$ cat config.mk
export PLATFORM = sky130hd
export DESIGN_NAME = gpio_edge_interrupt_bank
export DESIGN_NICKNAME = d
export VERILOG_FILES = /design/src/core/gpio_edge_pkg.sv /design/src/core/gpio_edge_interrupt_bank.sv /design/src/core/pin_word_sampler.sv
export SDC_FILE = /design/constraint.sdc
export NUM_CORES = 1
export LEC_CHECK = 0
export BUFFER_PORTS_ARGS = -buffer_cell sky130_fd_sc_hd__buf_2
export CAP_MARGIN = 20
export CORE_UTILIZATION = 37
export DETAILED_ROUTE_END_ITERATION = 10
export MAX_ROUTING_LAYER = met4
export SLEW_MARGIN = 15
export SYNTH_ARGS = -nofsm -noshare
export SYNTH_HDL_FRONTEND = slang
export SYNTH_SLANG_ARGS = --single-unit
export TNS_END_PERCENT = 1
$ cat constraint.sdc
create_clock -name aclk -period 2.7 [get_ports aclk]
set_clock_uncertainty 0.15 [all_clocks]
set_input_delay 0.54 -clock aclk [delete_from_list [all_inputs] [get_ports aclk]]
set_output_delay 0.54 -clock aclk [all_outputs]
set_load 0.005 [all_outputs]
$ cat src/core/gpio_edge_pkg.sv
// constants shared by the edge-interrupt bank and its pin samplers
package gpio_edge_pkg;

    // register bus geometry
    localparam int ADDR_W = 6;
    localparam int DATA_W = 32;
    localparam int WORDS = 2;

    // register byte offsets, word 0 = banks 0/1, word 1 (+4) = bank 2
    localparam logic [5:0] OFF_LEVEL = 6'h00;
    localparam logic [5:0] OFF_RISE_SET = 6'h08;
    localparam logic [5:0] OFF_RISE_CLR = 6'h10;
    localparam logic [5:0] OFF_FALL_SET = 6'h18;
    localparam logic [5:0] OFF_FALL_CLR = 6'h20;
    localparam logic [5:0] OFF_PEND = 6'h28;
    localparam logic [5:0] OFF_MASK = 6'h30;
    localparam logic [5:0] OFF_LIMIT = 6'h38;
    localparam logic [5:0] WORD_STRIDE = 6'h04;

    // implemented pin positions per word
    localparam logic [31:0] MASK_BANKS01 = 32'h07FF_3DFF;
    localparam logic [31:0] MASK_BANK2 = 32'h0000_07F3;
    localparam logic [1:0][31:0] WORD_MASK = {MASK_BANK2, MASK_BANKS01};

    // value of every enable, status and mask bit after reset
    localparam logic [31:0] REG_RESET = 32'h0000_0000;

    // bus responses
    localparam logic [1:0] RESP_OKAY = 2'h0;
    localparam logic [1:0] RESP_DECERR = 2'h3;

    // cycles after reset before edges are trusted (sync + level + history)
    localparam logic [2:0] WARM_CYCLES = 3'h4;

endpackage : gpio_edge_pkg

$ cat src/core/gpio_edge_interrupt_bank.sv
// pin sampling and edge-triggered interrupt registers on an axi4-lite slave
//
// Decided for this implementation: the register addresses and the AXI4-Lite register port.
`timescale 1ns/1ps
// What this block does
// - Pin-level bits read the pin's current logic level, 0 low, 1 high.
// - Banks 0/1 word: bank 1 in bits 31-16, bank 0 in 15-0; bank 2 uses 15-0.
// - Writing 1 to a rise-enable-set bit enables rising-edge interrupts; 0 does nothing.
// - Writing 1 to a rise-enable-clear bit disables rising-edge interrupts; 0 does nothing.
// - Writing 1 to a fall-enable-set bit enables falling-edge interrupts; 0 does nothing.
// - Writing 1 to a fall-enable-clear bit disables falling-edge interrupts; 0 does nothing.
// - A status bit reads 1 while that pin's interrupt is pending, else 0.
// - Set registers read the enable state; clear registers read its complement.
// - Positions without a pin are read-only and read 0.
// - After reset all enables and status bits are 0.
// - Input pins are seen through a synchroniser to the peripheral clock.
// - Output pins read back the value being driven.
// - Writing 1 clears a status bit; writing 0 leaves it.
module gpio_edge_interrupt_bank (
    // clock, reset, freeze
    input wire logic aclk,
    input wire logic aresetn,
    input wire logic ce,
    // axi4-lite write address
    input wire logic [gpio_edge_pkg::ADDR_W-1:0] awaddr,
    input wire logic [2:0] awprot,
    input wire logic awvalid,
    output logic awready,
    // axi4-lite write data
    input wire logic [31:0] wdata,
    input wire logic [3:0] wstrb,
    input wire logic wvalid,
    output logic wready,
    // axi4-lite write response
    output logic [1:0] bresp,
    output logic bvalid,
    input wire logic bready,
    // axi4-lite read address
    input wire logic [gpio_edge_pkg::ADDR_W-1:0] araddr,
    input wire logic [2:0] arprot,
    input wire logic arvalid,
    output logic arready,
    // axi4-lite read data
    output logic [31:0] rdata,
    output logic [1:0] rresp,
    output logic rvalid,
    input wire logic rready,
    // pins, asynchronous
    input wire logic [31:0] pin_in_banks01,
    input wire logic [15:0] pin_in_bank2,
    // pin configuration from the output logic, same clock
    input wire logic [31:0] pin_direction_banks01,
    input wire logic [15:0] pin_direction_bank2,
    input wire logic [31:0] pin_drive_banks01,
    input wire logic [15:0] pin_drive_bank2,
    // interrupt
    output logic irq
);

    typedef struct packed {
        logic aw_held;
        logic [5:0] aw_addr;
        logic w_held;
        logic [31:0] w_data;
        logic bvalid;
        logic [1:0] bresp;
        logic rvalid;
        logic [31:0] rdata;
        logic [1:0] rresp;
        logic [1:0][31:0] rise;
        logic [1:0][31:0] fall;
        logic [1:0][31:0] pend;
        logic [1:0][31:0] irq_mask;
    } bank_state_t;

    bank_state_t s_reg;
    bank_state_t s_next;

    logic [1:0][31:0] pin_raw;
    logic [1:0][31:0] drive;
    logic [1:0][31:0] dir_in;
    logic [1:0][31:0] level;
    logic [1:0][31:0] ev;

    logic aw_take;
    logic w_take;
    logic aw_have;
    logic w_have;
    logic wr_fire;
    logic [5:0] wr_addr;
    logic [5:0] wr_base;
    logic wr_word;
    logic [31:0] wr_data;
    logic [31:0] wr_bits;
    logic [31:0] strobe_bits;
    logic rd_take;
    logic [5:0] rd_base;
    logic rd_word;

    // bank 2 occupies the low half of its own word
    assign pin_raw[0] = pin_in_banks01;
    assign pin_raw[1] = {16'h0000, pin_in_bank2};
    assign drive[0] = pin_drive_banks01;
    assign drive[1] = {16'h0000, pin_drive_bank2};
    // direction 1 = input, 0 = output
    assign dir_in[0] = pin_direction_banks01;
    assign dir_in[1] = {16'h0000, pin_direction_bank2};

    for (genvar w = 0; w < gpio_edge_pkg::WORDS; w++) begin : g_word
        pin_word_sampler #(
            .WIDTH(32),
            .MASK(gpio_edge_pkg::WORD_MASK[w])
        ) u_sampler (
            .aclk(aclk),
            .aresetn(aresetn),
            .ce(ce),
            .pin_raw(pin_raw[w]),
            .drive_value(drive[w]),
            .direction_in(dir_in[w]),
            .rise_en(s_reg.rise[w]),
            .fall_en(s_reg.fall[w]),
            .level(level[w]),
            .edge_event(ev[w])
        );
    end

    // one write in flight: both channels stall while the response waits
    assign awready = ce & ~s_reg.aw_held & ~s_reg.bvalid;
    assign wready = ce & ~s_reg.w_held & ~s_reg.bvalid;
    assign arready = ce & ~s_reg.rvalid;

    assign aw_take = awvalid & awready;
    assign w_take = wvalid & wready;
    assign aw_have = s_reg.aw_held | aw_take;
    assign w_have = s_reg.w_held | w_take;
    assign wr_fire = ce & aw_have & w_have & ~s_reg.bvalid;

    always_comb begin
        strobe_bits = 32'h0000_0000;
        for (int b = 0; b < 4; b++) begin
            strobe_bits[b*8 +: 8] = {8{wstrb[b]}};
        end
    end

    // unstrobed bytes become zero, which is "no effect" for every register except the mask, where they write 0
    assign wr_addr = s_reg.aw_held ? s_reg.aw_addr : awaddr;
    assign wr_data = s_reg.w_held ? s_reg.w_data : (wdata & strobe_bits);
    assign wr_base = {wr_addr[5:3], 3'b000};
    assign wr_word = wr_addr[2];
    assign wr_bits = wr_data & gpio_edge_pkg::WORD_MASK[wr_word];

    assign rd_take = arvalid & arready;
    assign rd_base = {araddr[5:3], 3'b000};
    assign rd_word = araddr[2];

    always_comb begin
        logic [1:0][31:0] pend_clr;
        logic [31:0] rd_val;
        pend_clr = '0;
        rd_val = 32'h0000_0000;
        s_next = s_reg;
        if (ce) begin
            if (aw_take) begin
                s_next.aw_held = 1'b1;
                s_next.aw_addr = awaddr;
            end
            if (w_take) begin
                s_next.w_held = 1'b1;
                s_next.w_data = wdata & strobe_bits;
            end
            if (s_reg.bvalid && bready) begin
                s_next.bvalid = 1'b0;
            end
            if (wr_fire) begin
                s_next.aw_held = 1'b0;
                s_next.w_held = 1'b0;
                s_next.bvalid = 1'b1;
                s_next.bresp = (wr_addr < gpio_edge_pkg::OFF_LIMIT) ?
                    gpio_edge_pkg::RESP_OKAY : gpio_edge_pkg::RESP_DECERR;
                case (wr_base)
                    gpio_edge_pkg::OFF_RISE_SET: begin
                        s_next.rise[wr_word] = s_reg.rise[wr_word] | wr_bits;
                    end
                    gpio_edge_pkg::OFF_RISE_CLR: begin
                        s_next.rise[wr_word] = s_reg.rise[wr_word] & ~wr_bits;
                    end
                    gpio_edge_pkg::OFF_FALL_SET: begin
                        s_next.fall[wr_word] = s_reg.fall[wr_word] | wr_bits;
                    end
                    gpio_edge_pkg::OFF_FALL_CLR: begin
                        s_next.fall[wr_word] = s_reg.fall[wr_word] & ~wr_bits;
                    end
                    gpio_edge_pkg::OFF_PEND: begin
                        pend_clr[wr_word] = wr_bits;
                    end
                    gpio_edge_pkg::OFF_MASK: begin
                        s_next.irq_mask[wr_word] = wr_bits;
                    end
                    default: begin
                        // level words are read-only; unmapped answers with an error
                    end
                endcase
            end
            // a new edge wins over a clear landing in the same cycle
            for (int w = 0; w < gpio_edge_pkg::WORDS; w++) begin
                s_next.pend[w] = (s_reg.pend[w] & ~pend_clr[w]) | ev[w];
            end
            if (s_reg.rvalid && rready) begin
                s_next.rvalid = 1'b0;
            end
            if (rd_take) begin
                case (rd_base)
                    gpio_edge_pkg::OFF_LEVEL: rd_val = level[rd_word];
                    gpio_edge_pkg::OFF_RISE_SET: rd_val = s_reg.rise[rd_word];
                    gpio_edge_pkg::OFF_RISE_CLR: rd_val = ~s_reg.rise[rd_word];
                    gpio_edge_pkg::OFF_FALL_SET: rd_val = s_reg.fall[rd_word];
                    gpio_edge_pkg::OFF_FALL_CLR: rd_val = ~s_reg.fall[rd_word];
                    gpio_edge_pkg::OFF_PEND: rd_val = s_reg.pend[rd_word];
                    gpio_edge_pkg::OFF_MASK: rd_val = s_reg.irq_mask[rd_word];
                    default: rd_val = 32'h0000_0000;
                endcase
                s_next.rvalid = 1'b1;
                s_next.rdata = rd_val & gpio_edge_pkg::WORD_MASK[rd_word];
                s_next.rresp = (araddr < gpio_edge_pkg::OFF_LIMIT) ?
                    gpio_edge_pkg::RESP_OKAY : gpio_edge_pkg::RESP_DECERR;
            end
        end
    end

    always_ff @(posedge aclk) begin
        if (!aresetn) begin
            s_reg <= '0;
            s_reg.rise <= {2{gpio_edge_pkg::REG_RESET}};
            s_reg.fall <= {2{gpio_edge_pkg::REG_RESET}};
            s_reg.pend <= {2{gpio_edge_pkg::REG_RESET}};
            s_reg.irq_mask <= {2{gpio_edge_pkg::REG_RESET}};
        end else begin
            s_reg <= s_next;
        end
    end

    assign bvalid = s_reg.bvalid;
    assign bresp = s_reg.bresp;
    assign rvalid = s_reg.rvalid;
    assign rdata = s_reg.rdata;
    assign rresp = s_reg.rresp;
    assign irq = |((s_reg.pend[0] & s_reg.irq_mask[0]) | (s_reg.pend[1] & s_reg.irq_mask[1]));
endmodule : gpio_edge_interrupt_bank

$ cat src/core/pin_word_sampler.sv
// synchroniser, level select and edge detector for one 32-pin register word
`timescale 1ns/1ps
module pin_word_sampler #(
    parameter int WIDTH = 32,
    parameter logic [WIDTH-1:0] MASK = '1
) (
    // clock, reset, freeze
    input wire logic aclk,
    input wire logic aresetn,
    input wire logic ce,
    // pin side
    input wire logic [WIDTH-1:0] pin_raw,
    input wire logic [WIDTH-1:0] drive_value,
    input wire logic [WIDTH-1:0] direction_in,
    // edge enables
    input wire logic [WIDTH-1:0] rise_en,
    input wire logic [WIDTH-1:0] fall_en,
    // results
    output logic [WIDTH-1:0] level,
    output logic [WIDTH-1:0] edge_event
);

    if (WIDTH < 1 || WIDTH > 32) begin : g_bad_width
        $error("pin_word_sampler: WIDTH must be 1 to 32");
    end

    typedef struct packed {
        logic [WIDTH-1:0] meta;
        logic [WIDTH-1:0] sync;
        logic [WIDTH-1:0] lvl;
        logic [WIDTH-1:0] prev;
        logic [2:0] warm;
    } sampler_t;

    sampler_t s_reg;
    sampler_t s_next;
    logic armed;

    // history is meaningless until the pipeline has filled once
    assign armed = (s_reg.warm == gpio_edge_pkg::WARM_CYCLES);

    always_comb begin
        s_next = s_reg;
        if (ce) begin
            s_next.meta = pin_raw;
            s_next.sync = s_reg.meta;
            // inputs show the synchronised pin, outputs the driven value
            s_next.lvl = ((direction_in & s_reg.sync) | (~direction_in & drive_value))
                & MASK;
            s_next.prev = s_reg.lvl;
            if (!armed) begin
                s_next.warm = s_reg.warm + 3'h1;
            end
        end
    end

    always_ff @(posedge aclk) begin
        if (!aresetn) begin
            s_reg <= '0;
        end else begin
            s_reg <= s_next;
        end
    end

    assign level = s_reg.lvl;
    assign edge_event = (armed && ce) ?
        (((s_reg.lvl & ~s_reg.prev & rise_en) | (~s_reg.lvl & s_reg.prev & fall_en)) & MASK)
        : '0;

endmodule : pin_word_sampler

==> flow_summary_export.csv <==
group,metric,value,unit
sta,setup_viol,1,
synthesis,yosys.area.top_type,"dfxtp_1",
pwr,vdd_drop_max,0.408,mV
sta,slew_headroom,33.9,%
clocking,clk_pin_slew,0.06,ns
layout,postLayoutCellArea,0.0218,mm2
layout,area_delta_synth_final,17.5,%
placed_design,place.gp.congestion,0.903,
route,wl_per_cell,20.4,um
floorplan,dieArea,0.0511,mm2
clocking,numCtsBuffers,45,
grt,grt-ovfl-total,0,
pwr,swShare,25.6,%
min_path,min_path_cells,3,
floorplan,ios,248,
worst_setup_path,r2r_start,"s_reg[333]",
synthesis,ys_async_sr_fraction,0,%
layout,drive_above_1_share,17.3,%
min_path,hold_path_end,"g_word[1].u_sampler.s_reg[99]",
grt,grtUsageTotal,23.9,%
synthesis,yosysSeqAreaShare,42.9,%
pwr,pwr-share-comb,9.9,%
layout,fin_nets,2463,
route,num_vias,16100,
synthesis,synthFlopType,"dfxtp_1",
layout,seqCellArea,0.00797,mm2
pwr,power_density,627,mW/mm2
synthesis,yosys_register_bits,398,
placed_design,dpl_cell_area,0.0203,mm2
sta,slew_violations,0,
placed_design,place_inst,2868,
route,drc,0,
worst_setup_path,reg2reg_to,"s_reg[169]",
sta,tightest_slew,0.991,ns
worst_setup_path,worstPathRequired,2.01,ns
synthesis,synth_edf_count,0,
floorplan,die_y,226,um
synthesis,ys_top_cells_by_area,"dfxtp_1 (43%), mux2i_1 (14%), nor2_1 (5.0%), nand2_1 (4.8%), a21oi_1 (3.9%)",
sta,max_freq,334,MHz
worst_setup_path,rr_worst_depth,5,
synthesis,synth.cell_area,0.0186,mm2
sta,finalHoldViolCount,0,
worst_setup_path,worst_ep_arrival_time,2.30,ns
worst_setup_path,cp-start-kind,"flop",
synthesis,avgSynthCellArea,8.82,um2
pwr,pwr-share-seq,44.9,%
sta,min_period,2.99,ns
worst_setup_path,reg2reg_slack,0.22,ns
sta,tns,-0.294,ns
route,drtPass1Iterations,5,
worst_setup_path,critPathKind,"flop to output pin",
layout,antennaDiodeCount,0,
clocking,clock_path_buffers,3,
route,initialDrtViolationCount,1191,
layout,multi_input_area,0.00962,mm2
clocking,tritoncts,"yes",
clocking,cts.sinks,398,
layout,mostFrequentLayoutCells,"dfxtp_1 (396), mux2i_1 (267), nor2_1 (249)",
pwr,intPower,10200,uW
job,maxCapViolations,0,
min_path,min_path_type,"input port to flop",
synthesis,synthCells,2105,
floorplan,die_w,226,um
outcome,outcome,"finished, violations left",
clocking,worstSkewPairLatency,0.60,ns
synthesis,ys_types,73,
layout,final_cell_count_no_fill,2948,
sta,finalCritPeriodShare,111,%
floorplan,core,0.0493,mm2
clocking,htreeDepth,2,
placed_design,dp.final_hpwl,41700,um
clocking,cts_root_buf,"clkbuf_16",
synthesis,post-synth-top-area-fraction,42.9,%
grt,grt_pass1_wl,90600,um
outcome,violations,"setup timing",
pwr,total_power,13700,uW
grt,grt_pass1_vias,15300,
layout,largest_reg_flops,231,
worst_setup_path,cp-end-kind,"output pin",
layout,layout_commonest_cell,"dfxtp_1",
floorplan,initial_utilization,37.7,%
route,avgViaCountPerCell,5.45,
pwr,leakagePower,0.00880,uW
synthesis,ys_warn_count,0,
sta,rsz0062_at_grt,"yes",
pwr,p_switching,3500,uW
grt,grt_max_degree,109,
sta,setup_ws,-0.294,ns
route,drt-total-wl,60100,um
grt,grt_antenna_before_repair,0,
placed_design,port_buffers,178,
floorplan,num_rows,81,
route,antenna_left,0,
pwr,clock_power_share,45.2,%
worst_setup_path,path_max_fanout,2,
layout,fillers,4809,
min_path,min_from,"pin_in_bank2[0]",
sta,holdWs,0.0334,ns
worst max-delay path, stage by stage, from the launching register on:
cell	delay, ns
dfxtp_2	0.33
a22o_1	0.27
a221oi_2	0.23
buf_4	0.17
nand4_1	0.16
nor3_2	0.18
nand4_1	0.19
buf_2	0.19
synthesized netlist by cell type, types with 5 or more instances:
library cell  number
a2111oi_0          5
a211oi_1          60
a21boi_0           9
a21oi_1          145
a221oi_1          11
a22o_1            34
a22oi_1           17
a32o_1             8
and2_1            88
buf_1             12
buf_2             30
buf_4             44
buf_6              9
clkbuf_1          90
dfxtp_1          398
inv_1             13
mux2_2             6
mux2i_1          267
mux4_2             6
nand2_1          235
nand2b_1           8
nand3_1           49
nand3b_1          41
nand4_1            5
nor2_1           249
nor2b_1            5
nor3_1            15
nor4_1             5
o211ai_1           8
o21a_1             9
o21ai_0          100
o21ai_1           18
o21ai_2            7
o221a_1            9
o221a_2            5
o22ai_1           19
o31ai_1            5
power by group through the flow:
stage / Combinational, uW / Sequential [uW] / Clock [uW]
2_1_floorplan: 855 / 6220 / 0
3_3_place_gp: 1320 / 6270 / 0
3_5_place_dp: 1350 / 6280 / 0
4_1_cts: 1350 / 6150 / 6300
5_1_grt: 1460 / 6170 / 6530
6_report: 1350 / 6150 / 6180
what timing repair did:
action                                  CTS  global route
endpoints found under the setup margin    1             1
gates resized for setup                   3             1
hold endpoints to repair                  1             0
hold buffers                              1             0
buffers inserted                          1             0
pin swaps                                 3             1
worst max-delay path by stage:
stage	from	end	slack (ns)	cells after the start
2_1_floorplan	ce	s_reg[153]	0.47	8
3_3_place_gp	araddr[3]	rdata[13]	0.02	7
3_5_place_dp	araddr[3]	rdata[13]	0.05	7
4_1_cts	s_reg[106]	irq	-0.31	7
5_1_grt	s_reg[106]	irq	-0.36	7
6_report	s_reg[106]	irq	-0.29	7
final cells by class:
class                   count  share of cell area (%)
repair buffers            280                    8.37
multi-input cells        1512                    44.1
well taps                 664                    3.81
flip-flops and latches    398                    36.5
inverters                  16                   0.310
clock inverters            13                   0.757
clock buffers              65                    6.15
logic make-up after synthesis:
group / synth area share [%]
AND/OR/NAND/NOR: 18.0
multiplexers: 15.6
buffers and inverters: 5.52
AO/OA/AOI/OAI: 17.5
adder cells (fa/ha/maj): 0.270
flip-flops: 42.9
other: 0.0202
XOR/XNOR: 0.189
routing by layer:
metal	share of wire, %	vias to the layer above	track usage, %	wire [um]
met5	0	-	-	0
met4	4.4	0	10.4	2650
met3	5.2	113	3.37	3110
met2	48	488	39.3	28800
met1	43	7757	29.2	25500
li1	-	7701	-	-
per-stage QoR:
step | setup WS [ns] | utilization, %
final | -0.294 | 44.3
after detailed placement | 0.0480 | 41.2
after global placement | 0.0171 | 41.2
after global routing | -0.357 | 44.3
after CTS | -0.311 | 44.3
after floorplan | 0.473 | -
(Power assumes the default switching activity.)
